### src/hw/stag_pkg.sv
// constants, register map and types of the sound tone amplitude generator
package stag_pkg;
   localparam int STAG_ADDR_W = 5;
   localparam int STAG_DATA_W = 8;
   // register byte offsets
   localparam logic [4:0] STAG_GENERATOR_CONTROL = 5'h00;
   localparam logic [4:0] STAG_ENVELOPE_CONTROL = 5'h01;
   localparam logic [4:0] STAG_CLOCK_DIVIDER_HIGH = 5'h02;
   localparam logic [4:0] STAG_CLOCK_DIVIDER_LOW = 5'h03;
   localparam logic [4:0] STAG_TONE_HALF_PERIOD_HIGH = 5'h04;
   localparam logic [4:0] STAG_TONE_HALF_PERIOD_LOW = 5'h05;
   localparam logic [4:0] STAG_AMPLITUDE_DUTY_HIGH = 5'h06;
   localparam logic [4:0] STAG_AMPLITUDE_DUTY_LOW = 5'h07;
   localparam logic [4:0] STAG_AMPLITUDE_STEP_HIGH = 5'h08;
   localparam logic [4:0] STAG_AMPLITUDE_STEP_LOW = 5'h09;
   localparam logic [4:0] STAG_AMPLITUDE_LIMIT_HIGH = 5'h0a;
   localparam logic [4:0] STAG_AMPLITUDE_LIMIT_LOW = 5'h0b;
   localparam logic [4:0] STAG_TONE_CYCLES_PER_DURATION = 5'h0c;
   localparam logic [4:0] STAG_NEXT_DATA_FLAG_REG = 5'h0e;
   localparam logic [4:0] STAG_WORKING_AMPLITUDE_HIGH = 5'h10;
   localparam logic [4:0] STAG_WORKING_AMPLITUDE_LOW = 5'h11;
   localparam logic [4:0] STAG_DURATION_COUNT = 5'h12;
   // field positions
   localparam int STAG_GENERATOR_ENABLE_BIT = 7;
   localparam int STAG_TONE_ONLY_BIT = 2;
   localparam int STAG_CONFIG_READY_BIT = 1;
   localparam int STAG_STOP_BIT = 0;
   localparam int STAG_ENVELOPE_ENABLE_BIT = 7;
   localparam int STAG_SHAPE_LSB = 1;
   localparam int STAG_ENVELOPE_DIRECTION_BIT = 0;
   localparam int STAG_NEXT_DATA_FLAG_BIT = 0;
   // reset values and the amplitude maximum
   localparam logic [7:0] STAG_CONTROL_RESET = 8'h00;
   localparam logic [10:0] STAG_VALUE_RESET = 11'h000;
   localparam logic [10:0] STAG_AMP_MAX = 11'h7ff;
   // shape shifts for the non-linear envelopes
   localparam int STAG_GONG_SHIFT = 1;
   localparam int STAG_EXP_SHIFT = 3;

   typedef enum logic [1:0] {
      STAG_SHAPE_LINEAR = 2'b00,
      STAG_SHAPE_GONG = 2'b01,
      STAG_SHAPE_EXP = 2'b10,
      STAG_SHAPE_RSVD = 2'b11
   } stag_shape_type;

   typedef enum logic [1:0] {
      STAG_ST_IDLE = 2'b01,
      STAG_ST_RUN = 2'b10
   } stag_state_type;

   typedef struct packed {
      logic [STAG_ADDR_W-1:0] addr;
      logic [STAG_DATA_W-1:0] wdata;
      logic wr;
      logic rd;
   } stag_bus_req_type;

   typedef struct packed {
      logic [10:0] divider;
      logic [9:0] tone;
      logic [10:0] amp;
      logic [10:0] step;
      logic [10:0] limit;
      logic [7:0] duration_bits;
   } stag_config_type;
endpackage

### src/hw/stag_top.sv
// register file and core of the sound tone amplitude generator
`timescale 1ns/100ps

// Functional notes
// - envelope stepping happens only while envelope_enable (control bit 7) is set.
// - shape select 00 linear, 01 gong, 10 exponential, 11 reserved (holds).
// - direction 0 raises amplitude (attack), 1 lowers it (decay).
// - input clock divided by clock_divider_value plus one gives the tick.
// - tick clocks tone counter; divider period is the pwm period.
// - tone frequency is tick rate over two times tone value plus one.
// - pwm high amplitude clocks of divider plus one; full when amplitude exceeds.
// - amplitude_step is the linear step, unused for gong and exponential.
// - event when amplitude reaches limit upward in attack, downward in decay.
// - one duration lasts duration value plus one full tone cycles.
// - envelope enabled, each duration end steps amplitude once in direction.
// - envelope disabled, duration end reloads if config_ready, else stops.
// - all configuration registers readable and writable in any state.
// - any configuration register write clears config_ready.
// - reload copies amplitude to working buffer; envelope changes only buffer.
// - generator_enable low holds every counter at zero.
// - next_data_flag cleared by writing 1, writing 0 leaves it.
module stag_top (
   input wire logic mclk,
   input wire logic rst,
   input wire stag_pkg::stag_bus_req_type bus_req,
   output logic [stag_pkg::STAG_DATA_W-1:0] rdata,
   output logic tone_output,
   output logic amplitude_output,
   output logic limit_event,
   output logic next_data_flag
);
   import stag_pkg::*;

   logic [7:0] gen_ctrl_q;
   logic [7:0] env_ctrl_q;
   stag_config_type cfg_q;
   stag_config_type buf_q;
   logic [10:0] work_amp_q;
   logic [10:0] pcnt_q;
   logic [9:0] tcnt_q;
   logic [7:0] dcnt_q;
   logic tone_q;
   logic pwm_q;
   logic out_tone_q;
   logic limit_event_q;
   logic flag_q;
   logic [7:0] rdata_q;
   stag_state_type state_q;

   logic wr_en;
   logic active;
   logic tick;
   logic half_end;
   logic dur_end;
   logic start_load;
   logic end_reload;
   logic end_stop;
   logic end_step;
   logic cfg_write;
   logic [11:0] delta;
   logic [11:0] stepped;
   logic [10:0] next_amp;
   logic crossed;
   stag_shape_type shape;

   assign wr_en = bus_req.wr;
   // enable low or stop set both send the generator to idle and clear its counters
   assign active = gen_ctrl_q[STAG_GENERATOR_ENABLE_BIT] && !gen_ctrl_q[STAG_STOP_BIT];
   // gated by active so no step or event slips out in the cycle enable drops
   assign tick = active && (state_q == STAG_ST_RUN) && (pcnt_q == buf_q.divider);
   assign half_end = tick && (tcnt_q == buf_q.tone);
   // a falling tone edge closes one full tone cycle
   assign dur_end = half_end && tone_q && (dcnt_q == buf_q.duration_bits);
   assign start_load = active && (state_q == STAG_ST_IDLE)
                       && gen_ctrl_q[STAG_CONFIG_READY_BIT];
   assign end_step = dur_end && env_ctrl_q[STAG_ENVELOPE_ENABLE_BIT];
   assign end_reload = dur_end && !env_ctrl_q[STAG_ENVELOPE_ENABLE_BIT]
                       && gen_ctrl_q[STAG_CONFIG_READY_BIT];
   assign end_stop = dur_end && !env_ctrl_q[STAG_ENVELOPE_ENABLE_BIT]
                     && !gen_ctrl_q[STAG_CONFIG_READY_BIT];
   assign shape = stag_shape_type'(env_ctrl_q[STAG_SHAPE_LSB+1:STAG_SHAPE_LSB]);
   assign cfg_write = wr_en && (bus_req.addr >= STAG_ENVELOPE_CONTROL)
                      && (bus_req.addr <= STAG_TONE_CYCLES_PER_DURATION);

   // envelope step size per shape
   always_comb begin
      case (shape)
         STAG_SHAPE_LINEAR: delta = {1'b0, buf_q.step};
         // gong scales with amplitude, so a zero start never grows
         STAG_SHAPE_GONG: delta = {1'b0, work_amp_q >> STAG_GONG_SHIFT};
         STAG_SHAPE_EXP: delta = {1'b0, work_amp_q >> STAG_EXP_SHIFT} + 12'h001;
         default: delta = 12'h000;
      endcase
   end

   // saturating add or subtract on the working buffer
   always_comb begin
      if (!env_ctrl_q[STAG_ENVELOPE_DIRECTION_BIT]) begin
         stepped = {1'b0, work_amp_q} + delta;
         next_amp = stepped[11] ? STAG_AMP_MAX : stepped[10:0];
      end else begin
         stepped = {1'b0, work_amp_q} - delta;
         next_amp = stepped[11] ? STAG_VALUE_RESET : stepped[10:0];
      end
   end

   // crossing test: fire once when the limit is first reached
   always_comb begin
      if (!env_ctrl_q[STAG_ENVELOPE_DIRECTION_BIT]) begin
         crossed = (next_amp >= buf_q.limit) && (work_amp_q < buf_q.limit);
      end else begin
         crossed = (next_amp <= buf_q.limit) && (work_amp_q > buf_q.limit);
      end
   end

   // generator control and config_ready
   always_ff @(posedge mclk or posedge rst) begin
      if (rst) begin
         gen_ctrl_q <= STAG_CONTROL_RESET;
      end else if (wr_en && bus_req.addr == STAG_GENERATOR_CONTROL) begin
         gen_ctrl_q <= bus_req.wdata & 8'h87;
      end else if (cfg_write) begin
         gen_ctrl_q[STAG_CONFIG_READY_BIT] <= 1'b0;
      end
   end

   // configuration registers, writable in any state
   always_ff @(posedge mclk or posedge rst) begin
      if (rst) begin
         env_ctrl_q <= STAG_CONTROL_RESET;
         cfg_q <= '0;
      end else if (wr_en) begin
         case (bus_req.addr)
            STAG_ENVELOPE_CONTROL: env_ctrl_q <= bus_req.wdata & 8'h87;
            STAG_CLOCK_DIVIDER_HIGH: cfg_q.divider[10:8] <= bus_req.wdata[2:0];
            STAG_CLOCK_DIVIDER_LOW: cfg_q.divider[7:0] <= bus_req.wdata;
            STAG_TONE_HALF_PERIOD_HIGH: cfg_q.tone[9:8] <= bus_req.wdata[1:0];
            STAG_TONE_HALF_PERIOD_LOW: cfg_q.tone[7:0] <= bus_req.wdata;
            STAG_AMPLITUDE_DUTY_HIGH: cfg_q.amp[10:8] <= bus_req.wdata[2:0];
            STAG_AMPLITUDE_DUTY_LOW: cfg_q.amp[7:0] <= bus_req.wdata;
            STAG_AMPLITUDE_STEP_HIGH: cfg_q.step[10:8] <= bus_req.wdata[2:0];
            STAG_AMPLITUDE_STEP_LOW: cfg_q.step[7:0] <= bus_req.wdata;
            STAG_AMPLITUDE_LIMIT_HIGH: cfg_q.limit[10:8] <= bus_req.wdata[2:0];
            STAG_AMPLITUDE_LIMIT_LOW: cfg_q.limit[7:0] <= bus_req.wdata;
            STAG_TONE_CYCLES_PER_DURATION: cfg_q.duration_bits <= bus_req.wdata;
            default: cfg_q <= cfg_q;
         endcase
      end
   end

   // run state
   always_ff @(posedge mclk or posedge rst) begin
      if (rst) begin
         state_q <= STAG_ST_IDLE;
      end else begin
         case (state_q)
            STAG_ST_IDLE: begin
               if (start_load) begin
                  state_q <= STAG_ST_RUN;
               end
            end
            STAG_ST_RUN: begin
               if (!active || end_stop) begin
                  state_q <= STAG_ST_IDLE;
               end
            end
            default: state_q <= STAG_ST_IDLE;
         endcase
      end
   end

   // working buffers; the programmed values stay untouched
   always_ff @(posedge mclk or posedge rst) begin
      if (rst) begin
         buf_q <= '0;
         work_amp_q <= STAG_VALUE_RESET;
      end else if (start_load || end_reload) begin
         buf_q <= cfg_q;
         work_amp_q <= cfg_q.amp;
      end else if (end_step) begin
         work_amp_q <= next_amp;
      end
   end

   // prescaler counter, also the pwm phase
   always_ff @(posedge mclk or posedge rst) begin
      if (rst) begin
         pcnt_q <= STAG_VALUE_RESET;
      end else if (!active || state_q != STAG_ST_RUN || tick || end_reload) begin
         pcnt_q <= STAG_VALUE_RESET;
      end else begin
         pcnt_q <= pcnt_q + 11'h001;
      end
   end

   // tone counter and square tone, stepped by the tick
   always_ff @(posedge mclk or posedge rst) begin
      if (rst) begin
         tcnt_q <= 10'h000;
         tone_q <= 1'b0;
      end else if (!active || state_q != STAG_ST_RUN || end_reload) begin
         tcnt_q <= 10'h000;
         tone_q <= 1'b0;
      end else if (half_end) begin
         tcnt_q <= 10'h000;
         tone_q <= !tone_q;
      end else if (tick) begin
         tcnt_q <= tcnt_q + 10'h001;
      end
   end

   // duration counter, advanced on each falling tone edge
   always_ff @(posedge mclk or posedge rst) begin
      if (rst) begin
         dcnt_q <= 8'h00;
      end else if (!active || state_q != STAG_ST_RUN || dur_end) begin
         dcnt_q <= 8'h00;
      end else if (half_end && tone_q) begin
         dcnt_q <= dcnt_q + 8'h01;
      end
   end

   // pwm: high while phase is below amplitude, full when amplitude exceeds
   always_ff @(posedge mclk or posedge rst) begin
      if (rst) begin
         pwm_q <= 1'b0;
         out_tone_q <= 1'b0;
      end else begin
         pwm_q <= (state_q == STAG_ST_RUN) && active && (work_amp_q > pcnt_q);
         if (gen_ctrl_q[STAG_TONE_ONLY_BIT]) begin
            // disable silences even the bare tone at once
            out_tone_q <= tone_q && active;
         end else begin
            out_tone_q <= tone_q && (state_q == STAG_ST_RUN) && active
                          && (work_amp_q > pcnt_q);
         end
      end
   end

   // limit crossing pulse, one cycle after the step
   always_ff @(posedge mclk or posedge rst) begin
      if (rst) begin
         limit_event_q <= 1'b0;
      end else begin
         limit_event_q <= end_step && crossed;
      end
   end

   // next data flag: a set in the same cycle as a clear wins
   always_ff @(posedge mclk or posedge rst) begin
      if (rst) begin
         flag_q <= 1'b0;
      end else if (start_load || end_reload || end_stop) begin
         flag_q <= 1'b1;
      end else if (wr_en && bus_req.addr == STAG_NEXT_DATA_FLAG_REG
                   && bus_req.wdata[STAG_NEXT_DATA_FLAG_BIT]) begin
         flag_q <= 1'b0;
      end
   end

   // read data, one cycle after the read strobe; unmapped reads zero
   always_ff @(posedge mclk or posedge rst) begin
      if (rst) begin
         rdata_q <= 8'h00;
      end else if (bus_req.rd) begin
         case (bus_req.addr)
            STAG_GENERATOR_CONTROL: rdata_q <= gen_ctrl_q;
            STAG_ENVELOPE_CONTROL: rdata_q <= env_ctrl_q;
            STAG_CLOCK_DIVIDER_HIGH: rdata_q <= {5'h00, cfg_q.divider[10:8]};
            STAG_CLOCK_DIVIDER_LOW: rdata_q <= cfg_q.divider[7:0];
            STAG_TONE_HALF_PERIOD_HIGH: rdata_q <= {6'h00, cfg_q.tone[9:8]};
            STAG_TONE_HALF_PERIOD_LOW: rdata_q <= cfg_q.tone[7:0];
            STAG_AMPLITUDE_DUTY_HIGH: rdata_q <= {5'h00, cfg_q.amp[10:8]};
            STAG_AMPLITUDE_DUTY_LOW: rdata_q <= cfg_q.amp[7:0];
            STAG_AMPLITUDE_STEP_HIGH: rdata_q <= {5'h00, cfg_q.step[10:8]};
            STAG_AMPLITUDE_STEP_LOW: rdata_q <= cfg_q.step[7:0];
            STAG_AMPLITUDE_LIMIT_HIGH: rdata_q <= {5'h00, cfg_q.limit[10:8]};
            STAG_AMPLITUDE_LIMIT_LOW: rdata_q <= cfg_q.limit[7:0];
            STAG_TONE_CYCLES_PER_DURATION: rdata_q <= cfg_q.duration_bits;
            STAG_NEXT_DATA_FLAG_REG: rdata_q <= {7'h00, flag_q};
            STAG_WORKING_AMPLITUDE_HIGH: rdata_q <= {5'h00, work_amp_q[10:8]};
            STAG_WORKING_AMPLITUDE_LOW: rdata_q <= work_amp_q[7:0];
            STAG_DURATION_COUNT: rdata_q <= dcnt_q;
            default: rdata_q <= 8'h00;
         endcase
      end else begin
         rdata_q <= 8'h00;
      end
   end

   assign rdata = rdata_q;
   assign tone_output = out_tone_q;
   assign amplitude_output = pwm_q;
   assign limit_event = limit_event_q;
   assign next_data_flag = flag_q;
endmodule

### config.mk
export PLATFORM = sky130hd
export DESIGN_NAME = stag_top
export DESIGN_NICKNAME = d
export VERILOG_FILES = /design/src/hw/stag_pkg.sv /design/src/hw/stag_top.sv
export SDC_FILE = /design/constraint.sdc
export NUM_CORES = 1
export LEC_CHECK = 0
export BUFFER_PORTS_ARGS = -buffer_cell sky130_fd_sc_hd__buf_2
export CORE_MARGIN = 2
export CORE_UTILIZATION = 51
export CTS_BUF_LIST = sky130_fd_sc_hd__clkbuf_4
export CTS_CLUSTER_DIAMETER = 200
export DETAILED_ROUTE_END_ITERATION = 8
export GPL_TIMING_DRIVEN = 0
export PLACE_DENSITY = 0.7
export SYNTH_ARGS = -nofsm -noshare
export SYNTH_HDL_FRONTEND = slang
export SYNTH_SLANG_ARGS = --single-unit
### constraint.sdc
create_clock -name mclk -period 5.9 [get_ports mclk]
set_input_delay 0.59 -clock mclk [delete_from_list [all_inputs] [get_ports mclk]]
set_output_delay 0.59 -clock mclk [all_outputs]
set_load 0.02 [all_outputs]
==> run summary, run 1 <==
Critical Path Source Type -> register
setup_tns -> 0 ns
most frequent cells in the layout -> 172 x dfrtp_1, 73 x mux2_2, 61 x ha_1, 58 x nor2_1, 55 x inv_1
maximum fanout along the worst path -> 10
Cell variety after synth -> 73
vias per cell -> 6.19
post-CTS setup buffers -> 0
first-pass GRT wire length -> 46.0 mm
NetSw -> 0.00123 W
layout cell share with drive strength beyond 1 -> 20.0%
clk sink count -> 176
vias in the first global route -> 7,951
setup ws final -> 0.419 ns
CTS buffer count -> 17
critical path start-end classification -> reg -> reg
DRC viols -> 0
FF+latch count, synth -> 176
Pre-antenna DRT Iters -> 5
CP dominant cell by count -> a21oi_1
CP Cell Sequence -> clkbuf_2, nand3_1, nor2_1, xnor2_1, a211oi_1, a21oi_1, ha_1, buf_2, a2111oi_0, a2111oi_4, nor2_1, o21a_1, a21oi_1, ha_1, a21o_1, a211oi_1, a21oi_1, o311ai_0, a21oi_1
register area share after synthesis -> 41.2%
CORE AREA -> 0.0204 sq mm
antenna-violating nets left -> 0
non-filler cells, final -> 1,330
Initial Util -> 52.3%
Int Pwr -> 0.00211 W
final period utilization -> 92.9%
Clk pwr share -> 21.3%
post-synth top area cell -> dfrtp_1
WP data arrival -> 5.94 ns
FFs w/ async S/R, synth -> 100%
vias -> 8,232
run status -> finished, final reports clean
switching fraction of total power -> 36.8%
leakage power figure -> 5.59 nW
Worst Reg-to-Reg Cells -> 19
pin count of the biggest net entering global routing -> 96
Worst IR Drop VDD -> 0.199 mV
Die ar. -> 0.0221 sq mm
routed len/inst -> 22.0 um
Setup Skew -> 0.0292 ns
RSZ-0062 raised after global routing -> false
CTS root buffer -> clkbuf_4
# port buffers -> 27
GRT Total Usage -> 27.4%
I/O pins -> 29
Synth top area share -> 41.0%
clock buffer depth -> 2
DRT Wirelength -> 29.2 mm
antenna violations before repair -> 1
global route overflow -> 0
initial DRC count -> 702
Avg Inst Size Synth -> 10.7 sq um
Power Total -> 0.00334 W
Peak Freq -> 182 MHz
most common cell after layout, fill and taps aside -> dfrtp_1
placed cells -> 1,297
cell at the slowest stage of the critical path -> a2111oi_0
Detailed Place HPWL -> 21.9 mm
pwr dens -> 291 mW/mm^2
worst hold path class -> in -> async
Placed Area -> 0.0112 sq mm
CP required -> 6.36 ns
FP Rows -> 52
Slew @ Worst Pin -> 1.19 ns
Die Ht -> 149 um
Slowest Stage Delay on Critical Path -> 1.01 ns
cell area after layout -> 0.0115 sq mm
Synth-to-Final Area Change -> 7.62%
Mapped Cells -> 999
pre-CTS setup slack -> 0.323 ns
# setup viols final -> 0
worst rel slew slack -> 18.7%
number of synthesized flops with an enable pin -> 0
Primary FF master, synth -> dfrtp_1
Nets -> 1,126
final worst path period need -> 5.48 ns
Reg power frac -> 45.6%
GP Congestion -> 0.980
Mapped Area -> 0.0107 sq mm
ranking of synthesized cells by area -> dfrtp_1 41%, mux2_2 7.7%, mux2_4 7.2%, ha_1 7.1%, xnor2_1 2.6%
die extent in x -> 149 um
Synth warnings -> 0
clk slew on worst S/H paths -> 0.16 ns
Pins Over Slew Limit -> 0
Critical Path End Type -> register
final hold vios -> 0
H-tree Lvls -> 4
maxcap violations -> 0
Post-Synthesis Net Count -> 1,079
Logic pwr share -> 33.1%
clk_lat worst skew -> 0.60 ns
CTS tree -> done
## state kept, by name (all words and copies together) (netlist names)
register          flops
next_data_flag        1
work_amp_q           11
tcnt_q               10
dcnt_q                8
gen_ctrl_q            4
pcnt_q               11
buf_q                51
tone_q                1
rdata                 8
cfg_q                62
limit_event           1
env_ctrl_q            4
tone_output           1
state_q               2
amplitude_output      1
## per-layer routing
layer | part of all wire, % | wire (um) | GRT usage, %
met5 | 0 | 0 | 0
met4 | 3.8 | 1110 | 10.2
met2 | 45 | 13000 | 41.9
met3 | 7.4 | 2160 | 4.86
met1 | 44 | 12900 | 39.4
## final cells by class
class	count	area (sq um)
well taps	270	338
clock buffers	21	158
multi-input cells	728	5870
flip-flops and latches	176	4410
fillers	1807	8930
clock inverters	11	129
diodes	1	2.50
inverters	56	218
plain buffers	39	218
repair buffers	28	163
## through the flow
stage	hold WS, ns	utilization, %
floorplan	0.458	-
global placement	0.474	54.6
detailed placement	0.468	54.8
CTS	0.0388	56.2
global route	0.0420	56.3
finish	0.0461	56.3
## power groups by stage
stage	sequential, W	combinational [W]	clock, W
floorplan	0.00146	0.000841	0
global placement	0.00154	0.00104	0
detailed placement	0.00154	0.00107	0
CTS	0.00152	0.00108	0.000719
global route	0.00154	0.00122	0.000771
finish	0.00152	0.00111	0.000714
## cells in the mapped netlist (all sizes together) (24+ instances only)
cell	number
a21oi	37
clkbuf	24
dfrtp	175
ha	61
inv	56
mux2	124
nand2	53
nand3	33
nor2	58
o21ai	31
xnor2	32
xor2	32
## worst max-delay path: cells and delay by family, from the launching register on
family / cells / cell delay [ns]
AO/OA/AOI/OAI: 11 / 2.87
XOR/XNOR: 1 / 0.13
adder cells (fa/ha/maj): 2 / 0.62
buffers and inverters: 2 / 0.52
flip-flops: 1 / 0.58
AND/OR/NAND/NOR: 3 / 0.60
## repair_timing
| action | 4_1_cts | 5_1_grt |
|---|---|---|
| endpoints found under the setup margin | 0 | 1 |
| gates resized for setup | 0 | 6 |
| hold buffers | 0 | 0 |
## path summary, 6_finish.rpt
| path | end | slack [ns] | from |
|---|---|---|---|
| hold / removal | buf_q[14] | 0.05 | rst |
| min in group mclk | cfg_q[10] | 0.28 | bus_req[4] |
| hold reg to reg | tone_output | 0.50 | tone_q |
| max in group asynchronous | pcnt_q[3] | 4.96 | rst |
| setup reg to reg | limit_event | 0.42 | work_amp_q[6] |
| setup / recovery | limit_event | 0.42 | work_amp_q[6] |
## cell families after synthesis
family          count (synthesis)  synth area share (%)
flops                         176                  41.2
compound gates                201                  13.3
fa+ha+maj                      63                  7.51
mux                           134                  15.8
xor+xnor                       64                  5.24
simple gates                  266                  12.9
buf+inv                        95                  3.99
Note: power is estimated with default switching activity, not from simulation.
==> run 2, diff against run 1 <==
RECOVER_POWER = 50   (was default)
==> run summary, run 2 (synthesis results as in run 1) <==
most frequent cells in the layout -> 172 x dfrtp_1, 73 x mux2_2, 61 x ha_1, 58 x nor2_1, 55 x inv_1
GRT Total Usage -> 27.4%
CP required -> 6.35 ns
setup_tns -> 0 ns
max reg flops -> 62
DRT Wirelength -> 29.2 mm
I/O pins -> 29
Synth-to-Final Area Change -> 7.34%
Slew @ Worst Pin -> 3.58 ns
vias -> 8,251
antenna violations before repair -> 1
run status -> finished with violations
setup ws final -> 0.414 ns
FP Rows -> 52
failing checks -> max-capacitance violations, max-slew violations
routed len/inst -> 21.9 um
# port buffers -> 27
Slowest Stage Delay on Critical Path -> 0.53 ns
Die Ht -> 149 um
cell area after layout -> 0.0115 sq mm
WP data arrival -> 5.94 ns
CP dominant cell by count -> a21oi_1
Critical Path End Type -> register
pin count of the biggest net entering global routing -> 96
worst hold path class -> in -> reg
placed cells -> 1,297
clk_lat worst skew -> 0.60 ns
final period utilization -> 93.0%
Critical Path Source Type -> register
critical path start-end classification -> reg -> reg
non-filler cells, final -> 1,330
CORE AREA -> 0.0204 sq mm
leakage power figure -> 5.57 nW
H-tree Lvls -> 4
RSZ-0062 raised after global routing -> false
Worst IR Drop VDD -> 0.196 mV
initial DRC count -> 713
pwr dens -> 291 mW/mm^2
Crit path max-delay family -> compound AO/OA/AOI/OAI gates
NetSw -> 0.00123 W
Int Pwr -> 0.00211 W
Initial Util -> 52.3%
cell at the slowest stage of the critical path -> dfrtp_2
vias in the first global route -> 7,951
Nets -> 1,126
Clk pwr share -> 21.3%
DRC viols -> 0
Setup Skew -> 0.0333 ns
# setup viols final -> 0
global route overflow -> 0
clock buffer depth -> 2
CTS tree -> done
maximum fanout along the worst path -> 9
pre-CTS setup slack -> 0.323 ns
die extent in x -> 149 um
Detailed Place HPWL -> 21.9 mm
CP Cell Sequence -> buf_2, nand3_1, or3_1, a311oi_1, a21oi_1, ha_1, clkbuf_1, o21a_1, o21ai_0, a2111oi_4, nor2_1, o21a_1, a21oi_1, ha_1, a21o_1, a211oi_1, a21oi_1, o311ai_0, a21oi_1
Placed Area -> 0.0112 sq mm
layout cell share with drive strength beyond 1 -> 19.9%
antenna-violating nets left -> 0
Peak Freq -> 182 MHz
vias per cell -> 6.20
most common cell after layout, fill and taps aside -> dfrtp_1
Pre-antenna DRT Iters -> 5
Reg power frac -> 45.6%
clk sink count -> 176
clk slew on worst S/H paths -> 0.16 ns
Pins Over Slew Limit -> 179
Die ar. -> 0.0221 sq mm
final hold vios -> 0
GP Congestion -> 0.980
Logic pwr share -> 33.1%
CTS buffer count -> 17
maxcap violations -> 2
Largest Register -> cfg_q
worst rel slew slack -> -140%
CTS root buffer -> clkbuf_4
switching fraction of total power -> 36.8%
first-pass GRT wire length -> 46.0 mm
biggest regs -> cfg_q (62), buf_q (51)
worst path bufs/invs -> 2
final worst path period need -> 5.49 ns
run 2: path summary, 6_finish.rpt:
path	start	to	slack, ns	depth (start not counted)
setup / recovery	work_amp_q[5]	limit_event	0.41	19
hold / removal	bus_req[4]	cfg_q[10]	0.27	2
min in group asynchronous	rst	work_amp_q[4]	1.02	2
hold reg to reg	tone_q	tone_output	0.50	1
setup reg to reg	work_amp_q[5]	limit_event	0.41	19
max in group asynchronous	rst	pcnt_q[3]	1.41	3
run 2: stage by stage:
step,total power [W],hold WS (ns),util (%)
after floorplan,0.00230,0.458,-
after global placement,0.00258,0.474,54.6
after detailed placement,0.00261,0.468,54.8
after CTS,0.00331,0.0388,56.2
after global routing,0.00353,0.226,56.2
final,0.00334,0.271,56.2
run 2: worst reg2reg max path, delay by kind of cell (launching register included):
family | cells | cell delay (ns)
compound gates | 12 | 2.79
fa+ha+maj | 2 | 0.62
buf+inv | 2 | 0.60
flops | 1 | 0.53
simple gates | 3 | 0.79
run 2: power groups by stage:
| stage | Sequential [W] | Combinational [W] | Clock, W |
|---|---|---|---|
| after global routing | 0.00154 | 0.00122 | 0.000771 |
| after CTS | 0.00152 | 0.00108 | 0.000719 |
| final | 0.00152 | 0.00111 | 0.000711 |
| after floorplan | 0.00146 | 0.000841 | 0 |
| after global placement | 0.00154 | 0.00104 | 0 |
| after detailed placement | 0.00154 | 0.00107 | 0 |
run 2: repair_timing:
item | CTS | global route
resized for setup | 0 | 6
setup buffers | 0 | 0
hold buffers | 0 | 0
setup endpoints to repair | 0 | 1
run 2: final cells by class:
cell class / count / area, sq um
Antenna cell: 1 / 2.50
Buffer: 39 / 218
Clock buffer: 21 / 158
Clock inverter: 11 / 129
Fill cell: 1813 / 8960
Inverter: 56 / 211
Multi-Input combinational cell: 728 / 5870
Sequential cell: 176 / 4410
Tap cell: 270 / 338
Timing Repair Buffer: 28 / 139
run 2: metal layers:
metal	share of wire, %	routed length, um	global-route usage, %	up-vias
met3	7.1	2090	4.86	76
met2	45	13000	41.9	367
met4	3.9	1140	10.2	0
li1	-	-	-	3757
met1	44	12900	39.4	4051
met5	0	0	0	-
==> run 3, diff against run 2 <==
CORE_ASPECT_RATIO = 0.7   (was default)
==> run summary, run 3 (synthesis results as in run 1) <==
run status -> finished with violations
failing checks -> max-capacitance violations, max-slew violations
CORE AREA -> 0.0206 sq mm
first-pass GRT wire length -> 46.2 mm
Slew @ Worst Pin -> 3.01 ns
DRT Wirelength -> 29.9 mm
DRC viols -> 0
Pins Over Slew Limit -> 179
maximum fanout along the worst path -> 9
critical path start-end classification -> reg -> reg
CP dominant cell by count -> a21oi_1
antenna-violating nets left -> 0
Largest Register -> cfg_q
Peak Freq -> 177 MHz
clock buffer depth -> 2
ant diodes -> 0
cell area after layout -> 0.0114 sq mm
GRT Total Usage -> 27.8%
CP required -> 6.38 ns
CP Cell Sequence -> buf_2, nand3_1, or3_1, a311oi_1, a21oi_1, ha_1, clkbuf_1, o21a_1, o21ai_0, a2111oi_4, nor2_1, o21a_1, a21oi_1, ha_1, a21o_1, a211oi_1, a21oi_1, o311ai_0, a21oi_1
Worst Reg-to-Reg Cells -> 19
Placed Area -> 0.0112 sq mm
NetSw -> 0.00128 W
post-CTS setup buffers -> 0
Die Ht -> 125 um
maxcap violations -> 2
die extent in x -> 177 um
antenna violations before repair -> 1
# setup viols final -> 0
pin count of the biggest net entering global routing -> 109
Slowest Stage Delay on Critical Path -> 0.61 ns
worst hold path class -> in -> reg
GP Congestion -> 0.960
Logic pwr share -> 34.5%
WP data arrival -> 6.14 ns
cell at the slowest stage of the critical path -> a2111oi_4
most common cell after layout, fill and taps aside -> dfrtp_1
I/O pins -> 29
clk sink count -> 176
pwr dens -> 291 mW/mm^2
Initial Util -> 51.8%
Clk pwr share -> 19.6%
initial DRC count -> 927
CP endpoint -> limit_event
routed len/inst -> 22.4 um
clk_lat worst skew -> 0.60 ns
Setup crit start -> work_amp_q[5]
CTS tree -> done
Post-CTS Hold Buffers -> 0
setup slack on the worst flop-to-flop path -> 0.25 ns
hold slack -> 0.256 ns
biggest regs -> cfg_q (62), buf_q (51)
Reg area -> 0.00441 sq mm
vias per cell -> 6.18
leakage power figure -> 5.55 nW
Reg power frac -> 45.9%
FP Rows -> 44
fill count -> 1,781
terminus of the critical flop-to-flop path -> limit_event
non-filler cells, final -> 1,335
Int Pwr -> 0.00205 W
max reg flops -> 62
Critical Path Source Type -> register
clk slew on worst S/H paths -> 0.15 ns
Pre-antenna DRT Iters -> 8
CTS resizes -> 0
H-tree Lvls -> 4
Setup Skew -> 0.0275 ns
Crit path max-delay family -> compound AO/OA/AOI/OAI gates
instance count on the critical path -> 19
setup ws final -> 0.246 ns
pre-CTS setup slack -> 0.0597 ns
final period utilization -> 95.8%
placed cells -> 1,303
CTS buffer count -> 17
final worst path period need -> 5.65 ns
# port buffers -> 27
Die ar. -> 0.0222 sq mm
vias -> 8,247
Critical Path End Type -> register
most frequent cells in the layout -> 173 x dfrtp_1, 73 x mux2_2, 61 x ha_1, 58 x nor2_1, 55 x inv_1
Crit Reg-Reg Startpoint -> work_amp_q[5]
Detailed Place HPWL -> 22.8 mm
layout cell share with drive strength beyond 1 -> 19.6%
Synth-to-Final Area Change -> 7.04%
global route overflow -> 0
vias in the first global route -> 7,717
Worst IR Drop VDD -> 0.217 mV
final hold vios -> 0
CTS root buffer -> clkbuf_4
multi-input logic area -> 0.00587 sq mm
worst rel slew slack -> -102%
switching fraction of total power -> 38.3%
Nets -> 1,126
worst path bufs/invs -> 2
[run 3: cell count changes in the layout (fill, tap and decap cells not counted), moves of 2 or more]
cell	delta
clkbuf_4	-3
clkinv_1	+2
clkinv_2	+2
inv_6	-2
[run 3: layer usage]
| layer | vias up | routed length [um] | track usage [%] |
|---|---|---|---|
| li1 | 3762 | - | - |
| met2 | 367 | 11800 | 36.3 |
| met4 | 0 | 467 | 6.27 |
| met1 | 4082 | 14700 | 44.9 |
| met5 | - | 0 | 0 |
| met3 | 36 | 2860 | 7.48 |
[run 3: worst min-delay path by stage]
stage,from,endpoint,depth (start not counted)
finish,bus_req[4],cfg_q[18],2
global route,bus_req[4],cfg_q[18],2
CTS,rst,cfg_q[14],2
detailed placement,buf_q[13],buf_q[13],1
global placement,buf_q[17],buf_q[17],1
floorplan,tone_q,tone_output,1
[run 3: layout make-up]
type	count	share of cell area [%]
Buffer	39	1.90
Clock buffer	18	1.18
Clock inverter	14	1.01
Inverter	56	1.85
Multi-Input combinational cell	728	51.3
Sequential cell	176	38.5
Tap cell	276	3.02
Timing Repair Buffer	28	1.21
[run 3: power groups by stage]
| stage | logic, W | clock network [W] | registers [W] |
|---|---|---|---|
| 2_1_floorplan | 0.000841 | 0 | 0.00146 |
| 3_3_place_gp | 0.00108 | 0 | 0.00154 |
| 3_5_place_dp | 0.00110 | 0 | 0.00154 |
| 4_1_cts | 0.00111 | 0.000660 | 0.00152 |
| 5_1_grt | 0.00125 | 0.000707 | 0.00154 |
| 6_report | 0.00115 | 0.000651 | 0.00153 |
[run 3: metrics by stage]
step                power, W  utilization (%)  TNS (ns)
finish               0.00333             55.4         0
global route         0.00350             55.4  -0.00477
CTS                  0.00329             55.5         0
detailed placement   0.00265             54.3         0
global placement     0.00262             54.1   -246.43
floorplan            0.00230                -         0
